==> src/hdl/dpdt_defs.vh <==
// Purpose: shared constants of the dual prescaled down timer
// Assumes: included by bare name from the design file
// Notes: register index times four gives the byte address
`ifndef DPDT_DEFS_VH
`define DPDT_DEFS_VH

// register indices, byte address is index * 4
`define DPDT_IDX_PSC1 10'h0D2
`define DPDT_IDX_TCR1 10'h0D3
`define DPDT_IDX_CTL1 10'h0D4
`define DPDT_IDX_PSC2 10'h0D5
`define DPDT_IDX_TCR2 10'h0D6
`define DPDT_IDX_CTL2 10'h0D7

// control/status field positions
`define DPDT_BIT_ZERO 7
`define DPDT_BIT_IRQEN 6
`define DPDT_BIT_DIR 5
`define DPDT_BIT_LEVEL 4
`define DPDT_BIT_RUN 3
`define DPDT_TAP_HI 2
`define DPDT_TAP_LO 0

// reset values
`define DPDT_RST_CNT 8'hFF
`define DPDT_RST_PSC 7'h7F
`define DPDT_RST_CTL 8'h00

// internal clock division for the prescaler source
`define DPDT_DIV_RATIO 12
`define DPDT_DIV_LAST 4'hB

// bus answers
`define DPDT_RESP_OKAY 2'b00
`define DPDT_RESP_SLVERR 2'b10

`endif

==> src/hdl/dpdt_top.v <==
// Purpose: two prescaled 8-bit down timers behind an AXI4-Lite slave
// Assumes: MCLK is the internal core clock, RST synchronous active high
// Notes: unit 1 owns the external timer pin, unit 2 has none
//
// Implementation choices: the AXI4-Lite slave port and the register addresses.
`timescale 1ns/10ps
`include "dpdt_defs.vh"

module dpdt_unit #(
  parameter HAS_PIN = 1
) (
  input wire clk,
  input wire rst,
  input wire div_tick,
  input wire pin_level_s,
  input wire pin_rise_s,
  input wire wr_psc,
  input wire wr_cnt,
  input wire wr_ctl,
  input wire [7:0] wdata,
  output wire [7:0] psc_rd,
  output wire [7:0] cnt_rd,
  output wire [7:0] ctl_rd,
  output wire irq,
  output wire pin_out,
  output wire pin_drive
);
  reg [6:0] psc_q;
  reg [6:0] psc_d;
  reg [7:0] cnt_q;
  reg [7:0] cnt_d;
  reg [6:0] ctl_q;
  reg [6:0] ctl_d;
  reg zero_q;
  reg zero_d;
  reg zero_prev_q;
  reg pin_q;
  reg src_tick;
  reg cnt_strobe;
  reg zero_set;
  wire run;
  wire dir;
  wire level;
  wire [2:0] tap;
  wire [6:0] psc_dec;

  assign run = ctl_q[`DPDT_BIT_RUN];
  assign dir = (HAS_PIN != 0) && ctl_q[`DPDT_BIT_DIR];
  assign level = ctl_q[`DPDT_BIT_LEVEL];
  assign tap = ctl_q[`DPDT_TAP_HI:`DPDT_TAP_LO];
  assign psc_dec = psc_q - 7'h01;

  // prescaler source selection
  always @* begin
    if (HAS_PIN == 0 || dir) begin
      src_tick = div_tick;
    end else if (level) begin
      src_tick = div_tick & pin_level_s;
    end else begin
      src_tick = pin_rise_s;
    end
  end

  // counter strobe from the selected prescaler tap
  always @* begin
    cnt_strobe = 1'b0;
    if (run && src_tick) begin
      if (tap == 3'h0) begin
        cnt_strobe = 1'b1;
      end else if (!wr_psc) begin
        // rising edge of tap bit as the prescaler counts down
        cnt_strobe = !psc_q[tap - 3'h1] && psc_dec[tap - 3'h1];
      end
    end
  end

  always @* begin
    if (!run) begin
      psc_d = `DPDT_RST_PSC;
    end else if (wr_psc) begin
      psc_d = wdata[6:0];
    end else if (src_tick) begin
      psc_d = psc_dec;
    end else begin
      psc_d = psc_q;
    end
  end

  always @* begin
    if (wr_cnt) begin
      cnt_d = wdata;
    end else if (cnt_strobe) begin
      cnt_d = cnt_q - 8'h01;
    end else begin
      cnt_d = cnt_q;
    end
  end

  always @* begin
    zero_set = 1'b0;
    if (cnt_strobe && !wr_cnt && cnt_q == 8'h01) begin
      zero_set = 1'b1;
    end
    if (wr_cnt && wdata == 8'h00) begin
      zero_set = 1'b1;
    end
    if (wr_ctl && wdata[`DPDT_BIT_ZERO]) begin
      zero_set = 1'b1;
    end
    if (zero_set) begin
      zero_d = 1'b1;
    end else if (wr_ctl) begin
      zero_d = 1'b0;
    end else begin
      zero_d = zero_q;
    end
  end

  always @* begin
    if (wr_ctl) begin
      ctl_d = wdata[6:0];
    end else begin
      ctl_d = ctl_q;
    end
  end

  always @(posedge clk) begin
    if (rst) begin
      psc_q <= `DPDT_RST_PSC;
      cnt_q <= `DPDT_RST_CNT;
      ctl_q <= 7'h00;
      zero_q <= 1'b0;
      zero_prev_q <= 1'b0;
      pin_q <= 1'b0;
    end else begin
      psc_q <= psc_d;
      cnt_q <= cnt_d;
      ctl_q <= ctl_d;
      zero_q <= zero_d;
      zero_prev_q <= zero_q;
      if (zero_q && !zero_prev_q) begin
        pin_q <= level;
      end
    end
  end

  assign psc_rd = {1'b0, psc_q};
  assign cnt_rd = cnt_q;
  assign ctl_rd = {zero_q, ctl_q};
  assign irq = zero_q & ctl_q[`DPDT_BIT_IRQEN];
  assign pin_out = pin_q;
  assign pin_drive = dir;
endmodule

module dpdt_top (
  input wire MCLK,
  input wire RST,
  input wire [11:0] AWADDR,
  input wire AWVALID,
  output wire AWREADY,
  input wire [31:0] WDATA,
  input wire [3:0] WSTRB,
  input wire WVALID,
  output wire WREADY,
  output wire [1:0] BRESP,
  output wire BVALID,
  input wire BREADY,
  input wire [11:0] ARADDR,
  input wire ARVALID,
  output wire ARREADY,
  output wire [31:0] RDATA,
  output wire [1:0] RRESP,
  output wire RVALID,
  input wire RREADY,
  input wire TIMER_PIN_I,
  output wire TIMER_PIN_O,
  output wire TIMER_PIN_OE_N,
  output wire IRQ1,
  output wire IRQ2,
  output wire WAKEUP
);
  reg [3:0] div_q;
  reg div_tick_q;
  reg pin_s1_q;
  reg pin_s2_q;
  reg pin_s3_q;
  reg aw_ok_q;
  reg [9:0] aw_idx_q;
  reg aw_bad_q;
  reg w_ok_q;
  reg [7:0] w_data_q;
  reg w_lane_q;
  reg bvalid_q;
  reg [1:0] bresp_q;
  reg rvalid_q;
  reg [7:0] rdata_q;
  reg [1:0] rresp_q;
  reg [7:0] rd_mux;
  reg rd_hit;
  wire wr_en;
  wire wr_go;
  wire wr_hit;
  wire [9:0] ar_idx;
  wire [7:0] psc1;
  wire [7:0] cnt1;
  wire [7:0] ctl1;
  wire [7:0] psc2;
  wire [7:0] cnt2;
  wire [7:0] ctl2;
  wire pin_out1;
  wire pin_drive1;

  // core clock divided by twelve, one-cycle enable
  always @(posedge MCLK) begin
    if (RST) begin
      div_q <= 4'h0;
      div_tick_q <= 1'b0;
    end else begin
      div_tick_q <= (div_q == `DPDT_DIV_LAST);
      if (div_q == `DPDT_DIV_LAST) begin
        div_q <= 4'h0;
      end else begin
        div_q <= div_q + 4'h1;
      end
    end
  end

  // timer pin synchroniser and edge detect
  always @(posedge MCLK) begin
    if (RST) begin
      pin_s1_q <= 1'b0;
      pin_s2_q <= 1'b0;
      pin_s3_q <= 1'b0;
    end else begin
      pin_s1_q <= TIMER_PIN_I;
      pin_s2_q <= pin_s1_q;
      pin_s3_q <= pin_s2_q;
    end
  end

  // write channel: address and data taken in either order
  assign AWREADY = !aw_ok_q && !bvalid_q;
  assign WREADY = !w_ok_q && !bvalid_q;
  assign wr_go = aw_ok_q && w_ok_q && !bvalid_q;
  assign wr_hit = wr_go && !aw_bad_q;
  assign wr_en = wr_hit && w_lane_q;

  always @(posedge MCLK) begin
    if (RST) begin
      aw_ok_q <= 1'b0;
      aw_idx_q <= 10'h000;
      aw_bad_q <= 1'b0;
      w_ok_q <= 1'b0;
      w_data_q <= 8'h00;
      w_lane_q <= 1'b0;
      bvalid_q <= 1'b0;
      bresp_q <= `DPDT_RESP_OKAY;
    end else begin
      if (AWVALID && AWREADY) begin
        aw_ok_q <= 1'b1;
        aw_idx_q <= AWADDR[11:2];
        aw_bad_q <= (AWADDR[1:0] != 2'b00) ||
                    (AWADDR[11:2] < `DPDT_IDX_PSC1) ||
                    (AWADDR[11:2] > `DPDT_IDX_CTL2);
      end
      if (WVALID && WREADY) begin
        w_ok_q <= 1'b1;
        w_data_q <= WDATA[7:0];
        w_lane_q <= WSTRB[0];
      end
      if (wr_go) begin
        aw_ok_q <= 1'b0;
        w_ok_q <= 1'b0;
        bvalid_q <= 1'b1;
        bresp_q <= aw_bad_q ? `DPDT_RESP_SLVERR : `DPDT_RESP_OKAY;
      end else if (bvalid_q && BREADY) begin
        bvalid_q <= 1'b0;
      end
    end
  end

  assign BVALID = bvalid_q;
  assign BRESP = bresp_q;

  // read channel
  assign ARREADY = !rvalid_q;
  assign ar_idx = ARADDR[11:2];

  always @* begin
    rd_hit = (ARADDR[1:0] == 2'b00);
    rd_mux = 8'h00;
    case (ar_idx)
      `DPDT_IDX_PSC1: rd_mux = psc1;
      `DPDT_IDX_TCR1: rd_mux = cnt1;
      `DPDT_IDX_CTL1: rd_mux = ctl1;
      `DPDT_IDX_PSC2: rd_mux = psc2;
      `DPDT_IDX_TCR2: rd_mux = cnt2;
      `DPDT_IDX_CTL2: rd_mux = ctl2;
      default: rd_hit = 1'b0;
    endcase
  end

  always @(posedge MCLK) begin
    if (RST) begin
      rvalid_q <= 1'b0;
      rdata_q <= 8'h00;
      rresp_q <= `DPDT_RESP_OKAY;
    end else if (ARVALID && ARREADY) begin
      rvalid_q <= 1'b1;
      rdata_q <= rd_hit ? rd_mux : 8'h00;
      rresp_q <= rd_hit ? `DPDT_RESP_OKAY : `DPDT_RESP_SLVERR;
    end else if (rvalid_q && RREADY) begin
      rvalid_q <= 1'b0;
    end
  end

  assign RVALID = rvalid_q;
  assign RDATA = {24'h00_0000, rdata_q};
  assign RRESP = rresp_q;

  dpdt_unit #(
    .HAS_PIN(1)
  ) u_unit1 (
    .clk(MCLK),
    .rst(RST),
    .div_tick(div_tick_q),
    .pin_level_s(pin_s2_q),
    .pin_rise_s(pin_s2_q & ~pin_s3_q),
    .wr_psc(wr_en && aw_idx_q == `DPDT_IDX_PSC1),
    .wr_cnt(wr_en && aw_idx_q == `DPDT_IDX_TCR1),
    .wr_ctl(wr_en && aw_idx_q == `DPDT_IDX_CTL1),
    .wdata(w_data_q),
    .psc_rd(psc1),
    .cnt_rd(cnt1),
    .ctl_rd(ctl1),
    .irq(IRQ1),
    .pin_out(pin_out1),
    .pin_drive(pin_drive1)
  );

  dpdt_unit #(
    .HAS_PIN(0)
  ) u_unit2 (
    .clk(MCLK),
    .rst(RST),
    .div_tick(div_tick_q),
    .pin_level_s(1'b0),
    .pin_rise_s(1'b0),
    .wr_psc(wr_en && aw_idx_q == `DPDT_IDX_PSC2),
    .wr_cnt(wr_en && aw_idx_q == `DPDT_IDX_TCR2),
    .wr_ctl(wr_en && aw_idx_q == `DPDT_IDX_CTL2),
    .wdata(w_data_q),
    .psc_rd(psc2),
    .cnt_rd(cnt2),
    .ctl_rd(ctl2),
    .irq(IRQ2),
    .pin_out(),
    .pin_drive()
  );

  assign TIMER_PIN_O = pin_out1;
  assign TIMER_PIN_OE_N = !pin_drive1;
  assign WAKEUP = IRQ1 | IRQ2;
endmodule

==> config.mk <==
export PLATFORM = sky130hd
export DESIGN_NAME = dpdt_top
export DESIGN_NICKNAME = d
export VERILOG_FILES = /design/src/hdl/dpdt_top.v
export VERILOG_INCLUDE_DIRS = /design/src /design/src/hdl
export SDC_FILE = /design/constraint.sdc
export NUM_CORES = 1
export LEC_CHECK = 0
export ABC_AREA = 1
export BUFFER_PORTS_ARGS = -buffer_cell sky130_fd_sc_hd__buf_2
export CAP_MARGIN = 30
export CORE_MARGIN = 8
export CORE_UTILIZATION = 30
export CTS_BUF_LIST = sky130_fd_sc_hd__clkbuf_8
export CTS_CLUSTER_DIAMETER = 120
export CTS_CLUSTER_SIZE = 12
export DETAILED_ROUTE_END_ITERATION = 10
export PLACE_DENSITY = 0.48
export SYNTH_ARGS = -nofsm -noshare
export SYNTH_HDL_FRONTEND = slang
export SYNTH_SLANG_ARGS = --single-unit
==> constraint.sdc <==
create_clock -name MCLK -period 2.5 [get_ports MCLK]
set_input_delay 0.75 -clock MCLK [delete_from_list [all_inputs] [get_ports MCLK]]
set_output_delay 0.75 -clock MCLK [all_outputs]
set_load 0.01 [all_outputs]
==> reports/results.ini, run 1 <==
[synth]
synth_edf_count = 0
synth.distinct_cells = 38
syn_inst = 715
synth_area_sq_um = 5050
ys_seq_elements = 90
synthFlopType = dfxtp_1
async_reset_ff_share_pct = 0
ys_seq_area_share_pct = 35.7
syn_area_per_cell_sq_um = 7.06
yosysWarnings = 0

[floorplanning]
die_area_sq_um = 21200
fp.dieW_um = 146
initial_core_util_pct = 30.5
core_sq_um = 16500
io_pins = 114
rows = 47
fp.dieH_um = 146

[worst_setup_path]
critPathRequiredTime_ns = 2.76
path_common_cell = nand2_1
crit_slowest_cell = dfxtp_1
path_class = flip-flop to flip-flop
cpPeakStageDelay_ns = 0.35
cp_cell_sequence = inv_1 > ha_1 > nand3_1 > nor2_1 > nand2_1 > nand3_1 > nand2_1 > nand2_1 > nand2_1 > nand2_1 > nand2_2 > nand2_4 > nand2_4 > nand2_1 > nand3_1
rrSetupSlack_ns = 0.43
arrival_ns = 2.32
crit_path_max_fanout = 9
startpoint_type = flip-flop
cp-end-kind = flip-flop

[sta]
fin_crit_sh_pct = 82.7
relSlewSlack_pct = 65.4
setup-violations-final = 0
final_max_slew_viol_count = 0
timing.fmax_mhz = 484
rsz0062_at_grt = no
tightest_slew_ns = 0.517
fin_skew_ns = 0.0136
whs_ns = 0.414
fin_ws_ns = 0.433
fin_setup_tns_ns = 0
fin_crit_ns = 2.07
final-hold-violation-count = 0

[grt]
antenna_found_initial = 0
grt_pass1_vias = 4596
overflow = 0
grt_util_all_layers_pct = 14.5
grt_pass1_wl_um = 24800
grt_start_max_net_pins = 28

[clock_tree]
post-cts-setup-buffers = 0
clk_latency_ns = 0.38
root_buffer = clkbuf_8
cts_buffers = 9
clk_pin_slew_ns = 0.09
cts.sinks = 90
cts_buffer_depth = 2
cts_tree = built
cts_hold_buf = 0
htree_num_levels = 3
ctsResizeCount = 0

[place]
placed_area_sq_um = 5570
dpl_worst_slack_ns = 0.263
dp_hpwl_um = 12200
port_buffers = 60
gp_congestion = 0.840

[routing]
antenna_left = 0
viasPerCell = 4.83
drt-total-wl_um = 15600
first_pass_iters = 5
vias = 4882
drcViolationCount = 0
drt_iter0_markers = 308
wl_per_cell_um = 15.5

[job]
max_cap_violations = 0

[cells_and_area]
fin_util_pct = 34.9
antenna_cells = 0
fill_cells = 1830
design_area_sq_um = 5770
drive_above_1_share_pct = 14.2
syn2layout_area_growth_pct = 14.4
final_nets = 865

[hold_path]
hold_class = flip-flop to flip-flop

[power]
ir_drop_mv = 0.297
leakage_nw = 2.80
p_per_area_nw_per_um2 = 494

[outcome]
outcome = completed

-- report_power, final --
group          switching [mW]  internal, mW
logic                   0.179        0.0864
registers              0.0469          1.48
clock network           0.549         0.512
total                   0.775          2.08
-- routing by layer --
layer  vias to the layer above  GRT usage (%)  part of all wire [%]
li1                       2516              -                     -
met1                      2222           20.0                    50
met2                       132           21.7                    43
met3                        12           3.70                   5.5
met4                         0           3.75                   1.1
met5                         -              0                     0
-- kinds of logic after synthesis --
| kind of cell | after synthesis | share of synthesized area [%] |
|---|---|---|
| fa+ha+maj | 11 | 2.73 |
| buf+inv | 132 | 12.0 |
| simple gates | 291 | 27.8 |
| other cells | 1 | 0.0743 |
| compound gates | 171 | 18.4 |
| flops | 90 | 35.7 |
| xor+xnor | 19 | 3.30 |
-- worst paths after layout --
path,start,end,depth (start not counted)
hold / removal,pin_s1_q$_SDFF_PP0_,pin_s2_q$_SDFF_PP0_,2
hold reg to reg,pin_s1_q$_SDFF_PP0_,pin_s2_q$_SDFF_PP0_,2
setup / recovery,u_unit2.psc_q[0]$_SDFFE_PP1P_,u_unit2.cnt_rd[4]$_SDFFE_PP1P_,15
setup reg to reg,u_unit2.psc_q[0]$_SDFFE_PP1P_,u_unit2.cnt_rd[4]$_SDFFE_PP1P_,15
-- flip-flops by register name, summed over array words and instances, names as in the netlist, 4 cells and up --
register,cells
aw_idx_q,10
div_q,4
rdata_q,8
u_unit1.cnt_rd,8
u_unit1.ctl_q,7
u_unit1.psc_q,7
u_unit2.cnt_rd,8
u_unit2.ctl_q,7
u_unit2.psc_q,7
w_data_q,8
-- cell usage after synthesis (11+ instances only) --
cell type | number | area share [%]
o22ai_1 | 23 | 2.9
nand3_1 | 66 | 6.5
nand2_1 | 106 | 7.9
o21ai_0 | 53 | 5.3
nor2_1 | 60 | 4.5
dfxtp_1 | 90 | 36
nand4_1 | 23 | 2.9
inv_1 | 87 | 6.5
ha_1 | 11 | 2.7
xor2_1 | 18 | 3.1
nor3_1 | 11 | 1.1
a21oi_1 | 77 | 7.6
buf_4 | 26 | 3.9
-- cell type report --
type | count | area [sq um] | area share, %
multi-input cells | 518 | 2730 | 47.4
flip-flops and latches | 90 | 1800 | 31.2
repair buffers | 75 | 413 | 7.15
inverters | 92 | 345 | 5.98
well taps | 220 | 275 | 4.77
clock buffers | 11 | 151 | 2.62
clock inverters | 4 | 51.3 | 0.889
-- per-stage QoR --
| stage | total power, mW | cells |
|---|---|---|
| finish | 2.85 | 1010 |
| global route | 2.98 | 1010 |
| CTS | 2.88 | 1010 |
| detailed placement | 1.82 | 995 |
| global placement | 1.82 | 995 |
| floorplan | 1.73 | 740 |
-- layout by cell type, fill, tap and decap left out, drive strengths merged, types with 11 or more instances in the layout --
cell	Yosys	layout
nand2	112	112
o21ai	57	57
inv	90	90
o22ai	23	23
conb	1	26
a21oi	77	77
nor3	12	12
nand4	25	25
xor2	18	18
clkbuf	7	11
dfxtp	90	90
ha	11	11
nand3	67	67
nor2	63	63
buf	33	75
-- critical path, delay by kind of cell (launching register included) --
kind | cells | cell delay, ns
adder cells (fa/ha/maj) | 1 | 0.25
AND/OR/NAND/NOR | 13 | 1.17
buffers and inverters | 1 | 0.19
flip-flops | 1 | 0.35
Note: power is estimated with default switching activity, not from simulation.
==> run 2, diff against run 1 <==
- clock period: 2.5 -> 2 ns (I/O delays scaled with it)
==> run 2 against run 1 <==
Clock power up 21%. Combinational power up 28%. Setup slack worse by 0.29 ns. Clock skew about the same. Critical path depth down 4. Global-route usage up 0.22 points. Die area unchanged. Utilization up 2.3 points. Total power up 24%. First-iteration DRC count down 1.6%. Worst hold slack worse by 0.0027 ns. Via count up 0.94%.
==> reports/results.ini, run 2 (synthesized netlist as in run 1, its figures left out) <==
[place]
placed_area_sq_um = 5800  ; +4.1%
dp_cells = 1024  ; +2.9%
gp_congestion = 0.877  ; +4.4%
dp_hpwl_um = 12400  ; +1.8%
dpl_worst_slack_ns = -0.0411  ; -0.304 ns
port_buffers = 60  ; unchanged

[cells_and_area]
multi_input_area_sq_um = 2860  ; +4.7%
antenna_cells = 0  ; unchanged
regArea_sq_um = 1810  ; +0.21%
design_area_sq_um = 6150  ; +6.6%
largest_reg_flops = 10  ; unchanged
top_register = aw_idx_q
layout_common_cells = 104 x nand2_1, 87 x dfxtp_1, 82 x inv_1, 75 x a21oi_1, 63 x nand3_1
fill_cells = 1816  ; -0.77%
syn2layout_area_growth_pct = 21.9
final_common_cell = nand2_1
final_nets = 898  ; +3.8%
layout.cells.non_filler = 1044  ; +3.4%
drive_above_1_share_pct = 21.1  ; +6.9 points

[clock_tree]
clk_pin_slew_ns = 0.09  ; about the same
root_buffer = clkbuf_8
cts_buffer_depth = 2  ; unchanged
cts.sinks = 90  ; unchanged
cts_tree = built
cts_hold_buf = 0  ; unchanged
clk_latency_ns = 0.38  ; about the same
htree_num_levels = 3  ; unchanged
cts_buffers = 9  ; unchanged

[sta]
rsz0062_at_grt = yes
fin_ws_ns = 0.140  ; -0.293 ns
final-hold-violation-count = 0  ; unchanged
setup-violations-final = 0  ; unchanged
timing.fmax_mhz = 538  ; +11%
final_max_slew_viol_count = 0  ; unchanged
fin_crit_sh_pct = 93.0  ; +10 points
fin_crit_ns = 1.86  ; -0.207 ns
fin_skew_ns = 0.0137  ; +0.000153 ns

[grt]
grt_pass1_vias = 4802  ; +4.5%
antenna_found_initial = 0  ; unchanged
grt_util_all_layers_pct = 14.7  ; +0.22 points
grt_pass1_wl_um = 25300  ; +1.9%
grt_start_max_net_pins = 24  ; -14%
overflow = 0  ; unchanged

[routing]
dr_wl_met2_um = 6750  ; -0.28%
first_pass_iters = 5  ; unchanged
drt-met1-wl_um = 7950  ; +1.6%
wl_per_cell_um = 15.1  ; -2.0%
viasPerCell = 4.72  ; -2.3%
drt_iter0_markers = 303  ; -1.6%
drt-total-wl_um = 15800  ; +1.3%
met3_length_um = 884  ; +3.3%
drcViolationCount = 0  ; unchanged
vias = 4928  ; +0.94%
highest_layer = met4
antenna_left = 0  ; unchanged

[floorplanning]
fp.dieW_um = 146  ; unchanged
fp.dieH_um = 146  ; unchanged
core_sq_um = 16500  ; unchanged
die_area_sq_um = 21200  ; unchanged
io_pins = 114  ; unchanged
rows = 47  ; unchanged
initial_core_util_pct = 30.5  ; unchanged

[worst_setup_path]
startpoint_type = flip-flop
crit_path_max_fanout = 8  ; -1
critPathRequiredTime_ns = 2.26  ; -0.50 ns
path_class = flip-flop to flip-flop
cp_cell_sequence = or2_4 > nor3_4 > nand4_1 > nor2_4 > inv_2 > nand2_1 > nand2_2 > nand2_4 > nand2_8 > nand2_1 > nand3_1
arrival_ns = 2.12  ; -0.20 ns
cp-end-kind = flip-flop
cp.buffers_inverters = 1  ; unchanged
path_common_cell = nand2_1
cp_top_family = simple AND/OR/NAND/NOR gates
cpPeakStageDelay_ns = 0.32  ; -0.03 ns
crit_slowest_cell = dfxtp_1

[outcome]
outcome = completed

[power]
p_sw_share_pct = 27.3  ; +0.15 points
power.total_mw = 3.53  ; +24%
leakage_nw = 2.96  ; +5.7%
power.internal_mw = 2.56  ; +24%
combinationalPowerShare_pct = 9.6  ; +0.3 points
p_seq_share_pct = 54.1  ; +0.6 points
ir_drop_mv = 0.353  ; +19%
switchingPower_mw = 0.964  ; +24%
p_per_area_nw_per_um2 = 574  ; +16%
p_clk_share_pct = 36.4  ; -0.8 points

[job]
max_cap_violations = 0  ; unchanged

[hold_path]
hold_class = flip-flop to flip-flop

==> run 2: changes by cell type in the layout (fill, tap and decap cells not counted), sizes merged <==
cell / change
buf: +32
clkbuf: -1
clkinv: +1
clkinvlp: -1
inv: +2
nand2: +1
==> run 2: power groups by stage <==
stage	Sequential [mW]	Clock, mW	Combinational [mW]
floorplan	1.93	0	0.239
global placement	1.95	0	0.335
detailed placement	1.95	0	0.335
CTS	1.91	1.33	0.336
global route	1.91	1.40	0.382
finish	1.91	1.28	0.338
==> run 2: through the flow <==
step                      hold WS (ns)  utilization (%)   TNS, ns
after floorplan                  0.388                -         0
after global placement           0.393             35.1    -0.226
after detailed placement         0.400             35.1   -0.0999
after CTS                        0.407             36.3         0
after global routing             0.410             37.2  -0.00314
final                            0.411             37.2         0
==> run 2: path summary, 6_finish.rpt <==
kind	from	to	slack, ns	cells after the start
worst max-delay path	aw_idx_q[9]$_SDFFE_PP0P_	u_unit2.cnt_rd[5]$_SDFFE_PP1P_	0.14	11
worst min register to register	pin_s1_q$_SDFF_PP0_	pin_s2_q$_SDFF_PP0_	0.41	2
worst max register to register	aw_idx_q[9]$_SDFFE_PP0P_	u_unit2.cnt_rd[5]$_SDFFE_PP1P_	0.14	11
worst min-delay path	pin_s1_q$_SDFF_PP0_	pin_s2_q$_SDFF_PP0_	0.41	2
==> run 2: cell type report <==
type                       count  share of cell area, %
tap                          220                   4.47
sequential                    90                   29.3
multi-input combinational    519                   46.5
clock buffer                  10                   2.24
clock inverter                 6                  0.935
timing repair buffer         107                   10.9
inverter                      92                   5.61
==> run 2: what timing repair did <==
action / CTS / global route
buffers inserted: 0 / 3
setup endpoints to repair: 8 / 18
cloned: 0 / 1
resized for setup: 2 / 33
pin swaps: 0 / 9
==> run 2: routing by layer <==
metal	global-route usage (%)	vias to the layer above
li1	-	2594
met1	20.2	2186
met2	22.0	130
met3	4.10	18
met4	3.96	0
met5	0	-
==> run 2: worst reg2reg max path: stages, from the launching register on <==
cell and delay [ns]:
dfxtp_1 0.32, or2_4 0.27, nor3_4 0.14, nand4_1 0.17, nor2_4 0.19, inv_2 0.09
nand2_1 0.10, nand2_2 0.11, nand2_4 0.15, nand2_8 0.09, nand2_1 0.07, nand3_1 0.07
